--- config.mk ---
export PLATFORM = sky130hd
export DESIGN_NAME = dscmd_core
export DESIGN_NICKNAME = d
export VERILOG_FILES = /design/src/dscmd_pkg.sv /design/src/dscmd_core.sv
export SDC_FILE = /design/constraint.sdc
export NUM_CORES = 1
export LEC_CHECK = 0
export ABC_CLOCK_PERIOD_IN_PS = 3400
export BUFFER_PORTS_ARGS = -buffer_cell sky130_fd_sc_hd__buf_4
export CAP_MARGIN = 20
export CORE_ASPECT_RATIO = 2
export CORE_MARGIN = 2
export CORE_UTILIZATION = 58
export CTS_BUF_LIST = sky130_fd_sc_hd__clkbuf_16
export DETAILED_ROUTE_END_ITERATION = 16
export PLACE_DENSITY = 0.85
export SYNTH_ARGS = -nofsm -noshare
export SYNTH_HDL_FRONTEND = slang
export SYNTH_SLANG_ARGS = --single-unit
--- constraint.sdc ---
create_clock -name clk_sys_i -period 3.4 [get_ports clk_sys_i]
set_input_delay 0.34 -clock clk_sys_i [delete_from_list [all_inputs] [get_ports clk_sys_i]]
set_output_delay 0.34 -clock clk_sys_i [all_outputs]
set_load 0.02 [all_outputs]
--- src/dscmd_pkg.sv ---
// Constants and carrier types for the bus slave command interpreter
package dscmd_pkg;

    localparam logic [3:0] CMD_NVM       = 4'h9;
    localparam logic [3:0] CMD_LOGIC_CLR = 4'hC;
    localparam logic [3:0] CMD_LOGIC_SET = 4'hD;
    localparam logic [3:0] CMD_REV_INIT  = 4'hF;
    localparam logic [3:0] CMD_CLEAR     = 4'h7;
    localparam logic [3:0] NVM_MARK      = 4'hF;
    localparam logic [3:0] ADDR_GLOBAL   = 4'h0;
    localparam logic [3:0] RSP_PAD4      = 4'h0;
    localparam logic [2:0] RSP_PAD3      = 3'h0;
    localparam logic [1:0] GROUP_ZERO    = 2'h0;

    // Value after reset of every control register
    localparam logic [3:0] RST_ADDR      = 4'h0;
    localparam logic [1:0] RST_GROUP     = 2'h0;
    localparam logic       RST_BIT       = 1'b0;

    // Bus fault test time: 200 us at 10 MHz
    localparam int         CLK_HZ        = 10000000;
    localparam int         FAULT_TEST_US = 200;
    localparam int         FAULT_TEST_CYC = FAULT_TEST_US * (CLK_HZ / 1000000);

    typedef enum logic [2:0] {
        DSCMD_RSP_NONE,
        DSCMD_RSP_NVM,
        DSCMD_RSP_LOGIC,
        DSCMD_RSP_REVINIT
    } dscmd_rsp_e;

    // Received word, already framed; crc_ok from the link front end
    typedef struct packed {
        logic [7:0] data;
        logic [3:0] addr;
        logic [3:0] cmd;
        logic       long_word;
        logic       crc_ok;
    } dscmd_cmd_s;

    // Response payload; the framer appends the slave CRC
    typedef struct packed {
        logic        valid;
        logic        long_word;
        logic [15:0] data;
    } dscmd_rsp_s;

endpackage

--- src/dscmd_core.sv ---
// Command interpreter: NVM address, logic output, reverse initialization
`timescale 1ns/1ps
`default_nettype none

module dscmd_core
(
    input  wire logic               clk_sys_i,
    input  wire logic               reset_n_i,
    input  wire logic               cmd_valid_i,
    input  wire dscmd_pkg::dscmd_cmd_s cmd_i,
    input  wire logic               slot_start_i,
    input  wire logic               nvm_programmed_i,
    input  wire logic [3:0]         nvm_value_i,
    input  wire logic               undervoltage_flag_i,
    input  wire logic [3:0]         pin_levels_i,
    input  wire logic               bus_fault_i,
    output logic                    nvm_write_o,
    output logic [3:0]              nvm_wdata_o,
    output logic                    logic_out_level_o,
    output logic                    bus_switch_close_o,
    output logic                    fault_test_o,
    output logic [3:0]              dev_addr_o,
    output logic [1:0]              group_number_o,
    output logic                    initialized_o,
    output dscmd_pkg::dscmd_rsp_s   rsp_o
);

    logic [3:0]  dev_addr_ff;
    logic [1:0]  group_ff;
    logic        init_ff;
    logic        nvm_we_ff;
    logic        bs_req_ff;
    logic        bus_fault_ff;
    logic        switch_ff;
    logic        logic_out_ff;
    logic        load_done_ff;
    logic        nvm_write_ff;
    logic [3:0]  nvm_wdata_ff;
    logic [15:0] fault_cnt_ff;
    logic        test_ff;
    logic        test_fault_ff;
    dscmd_pkg::dscmd_rsp_e pend_kind_ff;
    logic        pend_long_ff;
    dscmd_pkg::dscmd_rsp_s rsp_ff;

    logic        good;
    logic        addr_hit;
    logic        is_clear;
    logic        is_nvm;
    logic        is_lclr;
    logic        is_lset;
    logic        is_rev;
    logic        nvm_commit;
    logic [3:0]  prog_addr;
    logic        keep_bits;
    logic        start_test;
    logic        test_done;
    logic [7:0]  rsp_high;
    logic [7:0]  nvm_low;
    logic [7:0]  status_low;
    logic [7:0]  rev_high;
    logic [7:0]  rev_low;
    dscmd_pkg::dscmd_rsp_s nxt_rsp;

    // Discard on CRC error and silently drop unknown codes
    assign good     = cmd_valid_i && cmd_i.crc_ok;
    assign addr_hit = (cmd_i.addr == dev_addr_ff);
    assign prog_addr = cmd_i.data[3:0];
    assign is_clear = good && (cmd_i.cmd == dscmd_pkg::CMD_CLEAR)
                      && (addr_hit
                      || cmd_i.addr == dscmd_pkg::ADDR_GLOBAL);
    assign is_nvm   = good && cmd_i.long_word
                      && (cmd_i.cmd == dscmd_pkg::CMD_NVM)
                      && (cmd_i.data[7:4] == dscmd_pkg::NVM_MARK)
                      && (cmd_i.addr == prog_addr) && addr_hit;
    assign is_lclr  = good && addr_hit
                      && (cmd_i.cmd == dscmd_pkg::CMD_LOGIC_CLR);
    assign is_lset  = good && addr_hit
                      && (cmd_i.cmd == dscmd_pkg::CMD_LOGIC_SET);
    // Only an open, uninitialized device takes reverse initialization
    assign is_rev   = good && cmd_i.long_word
                      && (cmd_i.cmd == dscmd_pkg::CMD_REV_INIT)
                      && !init_ff && !switch_ff;
    // Programming needs a blank store and the earlier write enable
    assign nvm_commit = is_nvm && !nvm_programmed_i && nvm_we_ff;

    // A global reverse init with a nonzero program address keeps the
    // write enable and switch bits, so a blank part can be prepared and
    // close its switch; the fault test must follow the same rule
    assign keep_bits  = (cmd_i.addr != dscmd_pkg::ADDR_GLOBAL)
                        || (prog_addr != dscmd_pkg::ADDR_GLOBAL);
    assign start_test = is_rev && keep_bits && cmd_i.data[6];
    assign test_done  = test_ff && (fault_cnt_ff == 16'h0000);

    // Answer fields; the high byte is shared by the NVM and logic answers
    assign rsp_high   = {dev_addr_ff, dscmd_pkg::RSP_PAD4};
    assign nvm_low    = {dscmd_pkg::NVM_MARK,
                         nvm_programmed_i ? nvm_value_i
                                          : nvm_wdata_ff};
    assign status_low = {nvm_we_ff, undervoltage_flag_i,
                         logic_out_ff, switch_ff, pin_levels_i};
    assign rev_high   = {dev_addr_ff, dscmd_pkg::RSP_PAD3, bus_fault_ff};
    assign rev_low    = {nvm_we_ff, bs_req_ff, dscmd_pkg::GROUP_ZERO,
                         dev_addr_ff};

    // Address after power-up comes from the store once it is written.
    // Loading waits one clock after release so no port feeds the reset.
    always_ff @(posedge clk_sys_i or negedge reset_n_i)
    begin
        if (!reset_n_i)
        begin
            load_done_ff <= 1'b0;
            dev_addr_ff  <= dscmd_pkg::RST_ADDR;
            group_ff     <= dscmd_pkg::RST_GROUP;
            init_ff      <= dscmd_pkg::RST_BIT;
            nvm_we_ff    <= dscmd_pkg::RST_BIT;
            bs_req_ff    <= dscmd_pkg::RST_BIT;
        end
        else if (!load_done_ff)
        begin
            load_done_ff <= 1'b1;
            if (nvm_programmed_i)
                dev_addr_ff <= nvm_value_i;
        end
        else if (is_clear)
        begin
            // Clear also drops the loaded address; a programmed part
            // gets it back from the store at the next power-up
            dev_addr_ff <= dscmd_pkg::RST_ADDR;
            group_ff    <= dscmd_pkg::RST_GROUP;
            init_ff     <= dscmd_pkg::RST_BIT;
            nvm_we_ff   <= dscmd_pkg::RST_BIT;
            bs_req_ff   <= dscmd_pkg::RST_BIT;
        end
        else if (is_rev)
        begin
            dev_addr_ff <= prog_addr;
            group_ff    <= dscmd_pkg::GROUP_ZERO;
            init_ff     <= 1'b1;
            // Global address with program address zero: write enable and switch bits not kept
            if (cmd_i.addr == dscmd_pkg::ADDR_GLOBAL && prog_addr != 4'h0)
            begin
                nvm_we_ff <= cmd_i.data[7];
                bs_req_ff <= cmd_i.data[6];
            end
            else if (cmd_i.addr != dscmd_pkg::ADDR_GLOBAL)
            begin
                nvm_we_ff <= cmd_i.data[7];
                bs_req_ff <= cmd_i.data[6];
            end
            else
            begin
                nvm_we_ff <= 1'b0;
                bs_req_ff <= 1'b0;
            end
        end
        else if (nvm_commit)
            nvm_we_ff <= 1'b0;
    end

    // One-time store write strobe; an already written store is left alone
    always_ff @(posedge clk_sys_i or negedge reset_n_i)
    begin
        if (!reset_n_i)
        begin
            nvm_write_ff <= 1'b0;
            nvm_wdata_ff <= 4'h0;
        end
        else
        begin
            nvm_write_ff <= nvm_commit;
            if (nvm_commit)
                nvm_wdata_ff <= prog_addr;
        end
    end

    // Logic output pin
    always_ff @(posedge clk_sys_i or negedge reset_n_i)
    begin
        if (!reset_n_i)
            logic_out_ff <= dscmd_pkg::RST_BIT;
        else if (is_clear)
            logic_out_ff <= 1'b0;
        else if (is_lclr)
            logic_out_ff <= 1'b0;
        else if (is_lset)
            logic_out_ff <= 1'b1;
    end

    // Fault test runs once per accepted init with the switch bit set;
    // a Clear aborts it and leaves the switch open
    always_ff @(posedge clk_sys_i or negedge reset_n_i)
    begin
        if (!reset_n_i)
        begin
            test_ff       <= 1'b0;
            test_fault_ff <= 1'b0;
            fault_cnt_ff  <= 16'h0000;
        end
        else if (is_clear)
            test_ff <= 1'b0;
        else if (start_test)
        begin
            test_ff       <= 1'b1;
            test_fault_ff <= 1'b0;
            fault_cnt_ff  <= 16'(dscmd_pkg::FAULT_TEST_CYC - 1);
        end
        else if (test_ff)
        begin
            if (bus_fault_i)
                test_fault_ff <= 1'b1;
            if (test_done)
                test_ff <= 1'b0;
            else
                fault_cnt_ff <= fault_cnt_ff - 16'h0001;
        end
    end

    // Switch closes only when the whole test saw no fault
    always_ff @(posedge clk_sys_i or negedge reset_n_i)
    begin
        if (!reset_n_i)
        begin
            switch_ff    <= 1'b0;
            bus_fault_ff <= 1'b0;
        end
        else if (is_clear)
        begin
            switch_ff    <= 1'b0;
            bus_fault_ff <= 1'b0;
        end
        else if (test_done)
        begin
            bus_fault_ff <= test_fault_ff || bus_fault_i;
            switch_ff    <= !(test_fault_ff || bus_fault_i);
        end
    end

    // Remember what to answer; address zero never answers
    always_ff @(posedge clk_sys_i or negedge reset_n_i)
    begin
        if (!reset_n_i)
        begin
            pend_kind_ff <= dscmd_pkg::DSCMD_RSP_NONE;
            pend_long_ff <= 1'b0;
        end
        else if (cmd_valid_i)
        begin
            pend_long_ff <= cmd_i.long_word;
            if (!good || cmd_i.addr == dscmd_pkg::ADDR_GLOBAL)
                pend_kind_ff <= dscmd_pkg::DSCMD_RSP_NONE;
            else if (is_nvm)
                pend_kind_ff <= dscmd_pkg::DSCMD_RSP_NVM;
            else if (is_lclr || is_lset)
                pend_kind_ff <= dscmd_pkg::DSCMD_RSP_LOGIC;
            else if (is_rev)
                pend_kind_ff <= dscmd_pkg::DSCMD_RSP_REVINIT;
            else
                pend_kind_ff <= dscmd_pkg::DSCMD_RSP_NONE;
        end
        else if (slot_start_i)
            // Answer once: a later slot without a new word stays silent
            pend_kind_ff <= dscmd_pkg::DSCMD_RSP_NONE;
    end

    // Next answer; sampled only at a slot start, so it may follow the
    // live state freely in between
    always_comb
    begin
        nxt_rsp           = '0;
        nxt_rsp.long_word = pend_long_ff;
        case (pend_kind_ff)
            dscmd_pkg::DSCMD_RSP_NVM:
            begin
                nxt_rsp.valid = 1'b1;
                nxt_rsp.data  = {rsp_high, nvm_low};
            end
            dscmd_pkg::DSCMD_RSP_LOGIC:
            begin
                nxt_rsp.valid = 1'b1;
                nxt_rsp.data  = {rsp_high, status_low};
            end
            dscmd_pkg::DSCMD_RSP_REVINIT:
            begin
                // The short-word form of this answer is never valid
                nxt_rsp.valid = pend_long_ff;
                nxt_rsp.data  = {rev_high, rev_low};
            end
            default:
            begin
                nxt_rsp.valid = 1'b0;
                nxt_rsp.data  = 16'h0000;
            end
        endcase
    end

    // Response is taken at the start of the next slot, never the current
    always_ff @(posedge clk_sys_i or negedge reset_n_i)
    begin
        if (!reset_n_i)
            rsp_ff <= '0;
        else if (slot_start_i)
            rsp_ff <= nxt_rsp;
    end

    assign nvm_write_o        = nvm_write_ff;
    assign nvm_wdata_o        = nvm_wdata_ff;
    assign logic_out_level_o  = logic_out_ff;
    assign bus_switch_close_o = switch_ff;
    assign fault_test_o       = test_ff;
    assign dev_addr_o         = dev_addr_ff;
    assign group_number_o     = group_ff;
    assign initialized_o      = init_ff;
    assign rsp_o              = rsp_ff;

endmodule

`default_nettype wire

==> results of run 1 <==
==> state kept, by name, summed over array words and instances (netlist names), 2 cells and up <==
| name | flops |
|---|---|
| fault_cnt_ff | 16 |
| nvm_wdata_o | 4 |
| rsp_o | 15 |
| pend_kind_ff | 2 |
| dev_addr_o | 4 |
==> cell families (layout without fill, tap and decap cells) <==
logic type / after synthesis / in the layout
adder cells (fa/ha/maj): 7 / 7
XOR/XNOR: 10 / 10
multiplexers: 18 / 18
AND/OR/NAND/NOR: 106 / 106
flip-flops: 52 / 52
other: 2 / 6
buffers and inverters: 36 / 90
AO/OA/AOI/OAI: 67 / 67
==> routing by layer <==
| metal | vias up | global-route usage |
|---|---|---|
| met5 | - | 0 |
| li1 | 1191 | - |
| met2 | 104 | 0.525 |
| met3 | 37 | 0.0417 |
| met4 | 0 | 0.185 |
| met1 | 1233 | 0.287 |
==> cell usage after synthesis, drive strengths merged (10+ instances only) <==
| library cell | count |
|---|---|
| nor2 | 17 |
| nand2 | 20 |
| nor3 | 16 |
| dfrtp | 52 |
| mux2 | 16 |
| inv | 22 |
| a21oi | 18 |
| o22ai | 10 |
| or3 | 10 |
| xnor2 | 10 |
| o21ai | 13 |
==> metrics by stage <==
stage / setup WS [ns] / instance area, µm²
2_1_floorplan: 1.28 / 2910
3_3_place_gp: 0.993 / 3350
3_5_place_dp: 0.916 / 3350
4_1_cts: 0.987 / 3520
5_1_grt: 0.707 / 3520
6_report: 0.958 / 3520
==> worst register-to-register path, delay by kind of cell (launching register included) <==
kind	cells	cell delay [ns]
DFF	1	0.38
and+or+nand+nor	4	1.16
adders and majority gates	1	0.15
buffers and inverters	1	0.12
AOI/OAI and AO/OA	1	0.53
==> final cells by class <==
class / count / area share
clock buffer: 5 / 0.0356
clock inverter: 3 / 0.0110
inverter: 22 / 0.0235
multi-input combinational: 214 / 0.412
sequential: 52 / 0.370
tap: 57 / 0.0203
timing repair buffer: 60 / 0.128
==> path summary, 6_finish.rpt <==
| path | end | depth (start not counted) |
|---|---|---|
| setup reg to reg | fault_cnt_ff[3]$_DFFE_PN0P_ | 7 |
| min in group clk_sys_i | pend_long_ff$_DFFE_PN0P_ | 2 |
| setup / recovery | fault_cnt_ff[3]$_DFFE_PN0P_ | 7 |
| hold reg to reg | rsp_o[17]$_DFFE_PN0P_ | 1 |
| max in group asynchronous | fault_cnt_ff[9]$_DFFE_PN0P_ | 1 |
| hold / removal | rsp_o[2]$_DFFE_PN0P_ | 1 |
==> power by group through the flow <==
stage,sequential [µW],combinational [µW],clock [µW]
after detailed placement,829,419,0
final,820,424,559
after global routing,833,473,585
after CTS,818,423,562
after global placement,824,407,0
after floorplan,814,269,0
==> cell usage in the layout, fill, tap and decap left out, types with 2 or more instances in the layout <==
| cell | n |
|---|---|
| o211ai_1 | 4 |
| dfrtp_1 | 52 |
| or3_1 | 9 |
| or4_1 | 3 |
| a21oi_1 | 18 |
| inv_1 | 23 |
| nand4_1 | 6 |
| buf_4 | 60 |
| o22ai_1 | 10 |
| o211a_1 | 2 |
| nor2_1 | 16 |
| nand2_1 | 20 |
| mux2i_1 | 2 |
| or2_2 | 2 |
| ha_1 | 7 |
| nor3_1 | 15 |
| nor4_1 | 6 |
| a31oi_1 | 2 |
| and3_1 | 3 |
| a222oi_1 | 4 |
| nand3_1 | 6 |
| nand2b_1 | 4 |
| o31ai_1 | 3 |
| o21ai_0 | 13 |
| conb_1 | 6 |
| mux2_2 | 16 |
| or3b_1 | 4 |
| clkbuf_16 | 5 |
| xnor2_1 | 10 |
==> reports/metrics.cfg, run 1 <==
[routing]
wl_per_cell_um=18.7
viasPerCell=6.21
met3_length_um=339
first_pass_iters=4
routed_wl_mm=7.71
drc=0
drtIter0Drc=86
highest_layer=met4
wl_met2_mm=4.32
drt-met1-wl_mm=2.68
antenna_left=0
vias=2565

[timing]
finalCritPeriodShare=0.718
finalMaxSlewViolations=0
finalClockSkew_ns=0.00763
tightest_slew_ns=0.662
fmax_mhz=409
rsz0062_at_grt=false
slew_headroom=0.559
hold_viol=0
period_minus_slack_ns=2.44
fin_setup_tns_ns=0
whs_ns=0.0811
setup_viol=0

[worst_setup_path]
cp-end-kind=flip-flop
path_max_fanout=13
critPathTopFamily=simple AND/OR/NAND/NOR gates
cpPeakStageDelay_ns=0.53
crit_start=fault_cnt_ff[0]$_DFFE_PN0P_
worstPathCellList=inv_1, ha_1, nor4b_1, nand4b_2, o221ai_2, nor3_1, or3b_1
r2r_setup_slack_ns=0.96
critical_path_class=flip-flop to flip-flop
cp.buffers_inverters=1
cp-start-kind=flip-flop
cp_data_arrival_time_ns=2.61
slowest_stage=o221ai_2
critical_path_required_ns=3.57
reg2reg_from=fault_cnt_ff[0]$_DFFE_PN0P_

[die]
fp.coreArea_mm2=0.00482
start_util=0.600
die_area_mm2=0.00561
num_rows=36
dieHeight_um=104
boundaryPins=66
die_w_um=54.0

[power]
intPower_uw=1240
power_uw=1800
p_leak_uw=0.00161
p_clk_frac=0.310
swShare=0.315
seqPwrFrac=0.455
p_comb_frac=0.235
power_density_mw_per_mm2=513
vdd_drop_max_mv=0.539
p_switching_uw=568

[yosys]
synth.distinct_cells=54
synthSimpleGateAreaFrac=0.208
synth_top_area_frac=0.450
synth_top_area_cell=dfrtp_1
synth_top_family_by_area=simple AND/OR/NAND/NOR gates
synth_xor_area_frac=0.0303
synth_edf_count=0
async_flop_share=1.00
synth_fa_ha_area_frac=0.0303
avgSynthCellArea_um2=9.71
synthCells=298
synth_seq_cells=52
synth_area_mm2=0.00289
synth_compound_area_frac=0.155
ys.flop_type=dfrtp_1
yosysWarnings=0
synth-seq-area-share=0.450
synth_mux_area_frac=0.0692
ys_top_cells_by_area=dfrtp_1 45%, mux2_2 6.2%, a21oi_1 3.1%

[layout]
nets=395
antennaDiodeCount=0
area_delta_synth_final_pct=21.5
final_util=0.730
fillers=366
multi_input_area_mm2=0.00145
seq_area_mm2=0.00130
instances_no_fill=413
layout-drive-gt1-share=0.264

[placement]
gp_congestion=1.00
dp.cells=405
io_buffers=60
hpwl_mm=5.81

[cts]
clk_path_buf_depth=2
cts-root-buf=clkbuf_16
cts_setup_buffers=0
cts_tree=done
cts.clk_slew.worst_paths_ns=0.07
cts_sinks=52
cts_resized=0
hold_buffers=0
cts_buffers=5
ctsHtreeMaxLevel=2
worstSkewPairLatency_ns=0.29

[global_route]
grt_pass1_vias=2624
gr-total-overflow=0
grt_pass1_wl_mm=12.1
antenna_found_initial=0
grt_max_degree=53
grt_use_total=0.293

[min_path]
hp-class=input port to async pin

[outcome]
outcome=finished clean

[run]
cap_violations=0

No activity file was read; power rests on OpenSTA's default activity.
==> run 2, diff against run 1 <==
==> config.mk (replaced) <==
export PLATFORM = sky130hd
export DESIGN_NAME = dscmd_core
export DESIGN_NICKNAME = d
export VERILOG_FILES = /design/src/dscmd_pkg.sv /design/src/dscmd_core.sv
export SDC_FILE = /design/constraint.sdc
export NUM_CORES = 1
export LEC_CHECK = 0
export ABC_AREA = 1
export ABC_CLOCK_PERIOD_IN_PS = 2300
export BUFFER_PORTS_ARGS = -buffer_cell sky130_fd_sc_hd__buf_4
export CAP_MARGIN = 20
export CORE_ASPECT_RATIO = 2
export CORE_MARGIN = 2
export CORE_UTILIZATION = 55
export CTS_BUF_LIST = sky130_fd_sc_hd__clkbuf_16
export DETAILED_ROUTE_END_ITERATION = 16
export PLACE_DENSITY = 0.8
export SYNTH_ARGS = -nofsm -noshare
export SYNTH_HDL_FRONTEND = slang
export SYNTH_SLANG_ARGS = --single-unit
==> constraint.sdc (replaced) <==
create_clock -name clk_sys_i -period 2.3 [get_ports clk_sys_i]
set_input_delay 0.23 -clock clk_sys_i [delete_from_list [all_inputs] [get_ports clk_sys_i]]
set_output_delay 0.23 -clock clk_sys_i [all_outputs]
set_load 0.02 [all_outputs]
==> run 2 against run 1 <==
Against the previous run: sequential cell count unchanged; sequential share of layout area down 1.6 points; wire length up 9.7%; first-iteration DRC count rose by 22%; register-to-register slack lost 0.52 ns; clock power grew 26%; area after synthesis is 6.4% higher; global-route usage about the same; utilization shrank 5.2 points; maximum frequency grew 31%; cell count is 29% higher; highest routed layer unchanged.
==> reports/metrics.cfg, run 2 <==
[worst_setup_path]
critPathMostFrequentCell=nand2_1
cp-end-kind=flip-flop  ; unchanged
path_max_fanout=14  ; was 13
slowest_stage=dfrtp_1  ; was o221ai_2
cp-start-kind=flip-flop  ; unchanged
cp_data_arrival_time_ns=2.02  ; was 2.61 ns
critPathTopFamily=simple AND/OR/NAND/NOR gates  ; unchanged
critical_path_class=flip-flop to flip-flop  ; unchanged
cpPeakStageDelay_ns=0.41  ; was 0.53 ns
critical_path_required_ns=2.47  ; was 3.57 ns
cp.buffers_inverters=2  ; was 1
worstPathCellList=inv_1, nand2_1, nand2_1, nor2_1, nand2_2, nand2_1, nand2_2, nand2_4, inv_1, nand2_1, nand2_1, nand3_1  ; was inv_1, ha_1, nor4b_1, nand4b_2, o221ai_2, nor3_1, or3b_1

[die]
dieHeight_um=110  ; was 104 µm
start_util=0.568  ; was 0.600
num_rows=38  ; was 36
die_w_um=56.9  ; was 54.0 µm
fp.coreArea_mm2=0.00542  ; was 0.00482 mm²
boundaryPins=66  ; unchanged
die_area_mm2=0.00625  ; was 0.00561 mm²

[cts]
cts_tree=done  ; unchanged
cts.clk_slew.worst_paths_ns=0.06  ; was 0.07 ns
clk_path_buf_depth=2  ; unchanged
ctsHtreeMaxLevel=2  ; unchanged
cts_setup_buffers=0  ; unchanged
cts_buffers=5  ; unchanged
cts_sinks=52  ; unchanged
cts-root-buf=clkbuf_16  ; unchanged
worstSkewPairLatency_ns=0.29  ; about the same

[routing]
drtIter0Drc=105  ; was 86
first_pass_iters=4  ; unchanged
wl_per_cell_um=15.9  ; was 18.7 µm
vias=2967  ; was 2565
viasPerCell=5.58  ; was 6.21
drc=0  ; unchanged
routed_wl_mm=8.46  ; was 7.71 mm
antenna_left=0  ; unchanged

[yosys]
netlist_top_cells_count=110 x nand2_1, 52 x dfrtp_1, 50 x inv_1  ; was 52 x dfrtp_1, 22 x inv_1, 20 x nand2_1
synthCells=412  ; was 298
ys.flop_type=dfrtp_1  ; unchanged
avgSynthCellArea_um2=7.47  ; was 9.71 µm²
synth.distinct_cells=36  ; was 54
synth-seq-area-share=0.423  ; was 0.450
synth_top_area_cell=dfrtp_1  ; unchanged
synth_seq_cells=52  ; unchanged
yosysWarnings=0  ; unchanged
synth_top_area_frac=0.423  ; was 0.450
synth.most_common_cell=nand2_1  ; was dfrtp_1
synth_edf_count=0  ; unchanged
synth_area_mm2=0.00308  ; was 0.00289 mm²
async_flop_share=1.00  ; unchanged
ys_top_cells_by_area=dfrtp_1 42%, nand2_1 13%, nand3_1 6.3%  ; was dfrtp_1 45%, mux2_2 6.2%, a21oi_1 3.1%

[layout]
top_register=fault_cnt_ff  ; unchanged
seq_area_mm2=0.00130  ; unchanged
nets=511  ; was 395
final_area_mm2=0.00367  ; was 0.00352 mm²
fillers=488  ; was 366
layout-drive-gt1-share=0.182  ; was 0.264
multi_input_area_mm2=0.00150  ; was 0.00145 mm²
layout_common_cells=110 x nand2_1, 60 x buf_4, 52 x inv_1, 52 x dfrtp_1, 49 x nor2_1  ; was 60 x buf_4, 52 x dfrtp_1, 23 x inv_1, 20 x nand2_1, 18 x a21oi_1
layout_commonest_cell=nand2_1  ; was buf_4
antennaDiodeCount=0  ; unchanged
largest_register_ffs=16  ; unchanged
area_delta_synth_final_pct=19.3  ; was 21.5%
instances_no_fill=532  ; was 413

[global_route]
grt_pass1_wl_mm=14.0  ; was 12.1 mm
grt_max_degree=53  ; unchanged
grt_use_total=0.293  ; about the same
antenna_found_initial=0  ; unchanged
grt_pass1_vias=3155  ; was 2624
gr-total-overflow=0  ; unchanged

[placement]
dp.cells=523  ; was 405
hpwl_mm=6.65  ; was 5.81 mm
gp_congestion=0.970  ; was 1.00
io_buffers=60  ; unchanged
place_area_mm2=0.00353  ; was 0.00335 mm²

[timing]
fin_setup_tns_ns=0  ; unchanged
setup_viol=0  ; unchanged
fmax_mhz=538  ; was 409 MHz
finalMaxSlewViolations=0  ; unchanged
slew_headroom=0.554  ; was 0.559
period_minus_slack_ns=1.86  ; was 2.44 ns
finalClockSkew_ns=0.00364  ; was 0.00763 ns
hold_viol=0  ; unchanged
finalCritPeriodShare=0.808  ; was 0.718
whs_ns=0.165  ; was 0.0811 ns
tightest_slew_ns=0.669  ; was 0.662 ns
rsz0062_at_grt=false  ; unchanged

[power]
vdd_drop_max_mv=0.749  ; was 0.539 mV
power_uw=2940  ; was 1800 µW
power_density_mw_per_mm2=800  ; was 513 mW/mm²
p_leak_uw=0.00200  ; was 0.00161 µW

[min_path]
hp-class=input port to flip-flop  ; was input port to async pin

[run]
cap_violations=0  ; unchanged

[outcome]
outcome=finished clean  ; unchanged

run 2: worst min-delay path, cell delays in order:
cell and delay (ns):
buf_4 0.09, nand2_1 0.04, o21ai_0 0.06
run 2: cell families after synthesis:
family,Yosys count,share of synthesized area
xor+xnor,8,0.0228
flops,52,0.423
fa+ha+maj,7,0.0284
simple gates,227,0.330
buf+inv,66,0.0951
compound gates,50,0.0987
other cells,2,0.00244
run 2: area by class of cell:
class / instances / share of cell area
Clock buffer: 5 / 0.0341
Tap cell: 60 / 0.0204
Clock inverter: 3 / 0.00307
Timing Repair Buffer: 61 / 0.125
Inverter: 53 / 0.0545
Sequential cell: 52 / 0.354
Multi-Input combinational cell: 298 / 0.408
run 2: worst paths after layout:
| kind | startpoint | cells past startpoint | end | slack, ns |
|---|---|---|---|---|
| setup reg to reg | dev_addr_o[2]$_DFFE_PN0P_ | 12 | fault_cnt_ff[7]$_DFFE_PN0P_ | 0.44 |
| min in group asynchronous | reset_n_i | 2 | nvm_write_o$_DFF_PN0_ | 0.52 |
| hold reg to reg | rsp_o[8]$_DFFE_PN0P_ | 2 | rsp_o[8]$_DFFE_PN0P_ | 0.48 |
| hold / removal | cmd_i[1] | 3 | pend_long_ff$_DFFE_PN0P_ | 0.17 |
| max in group asynchronous | reset_n_i | 2 | fault_cnt_ff[12]$_DFFE_PN0P_ | 1.34 |
| setup / recovery | dev_addr_o[2]$_DFFE_PN0P_ | 12 | fault_cnt_ff[7]$_DFFE_PN0P_ | 0.44 |
run 2: report_power, final:
| part | internal, µW | switching, µW |
|---|---|---|
| Sequential | 1070 | 172 |
| Combinational | 355 | 630 |
| Clock | 392 | 315 |
| Total | 1820 | 1120 |
run 2: stage by stage:
| stage | setup WS (ns) | util |
|---|---|---|
| CTS | 0.470 | 0.678 |
| global route | 0.250 | 0.678 |
| finish | 0.442 | 0.678 |
| global placement | 0.535 | 0.651 |
| detailed placement | 0.474 | 0.651 |
| floorplan | 0.768 | - |
run 2: layer usage:
layer | track usage | wire (µm) | vias to the layer above
met5 | 0 | 0 | -
met4 | 0.211 | 536 | 0
met3 | 0.0482 | 377 | 41
met2 | 0.567 | 4800 | 113
met1 | 0.260 | 2750 | 1388
li1 | - | - | 1425
run 2: what timing repair did:
| action | 4_1_cts | 5_1_grt |
|---|---|---|
| gates resized for setup | 0 | 0 |
| hold buffers | 1 | 0 |
| endpoints found under the hold margin | 13 | 0 |
| endpoints found under the setup margin | 0 | 0 |
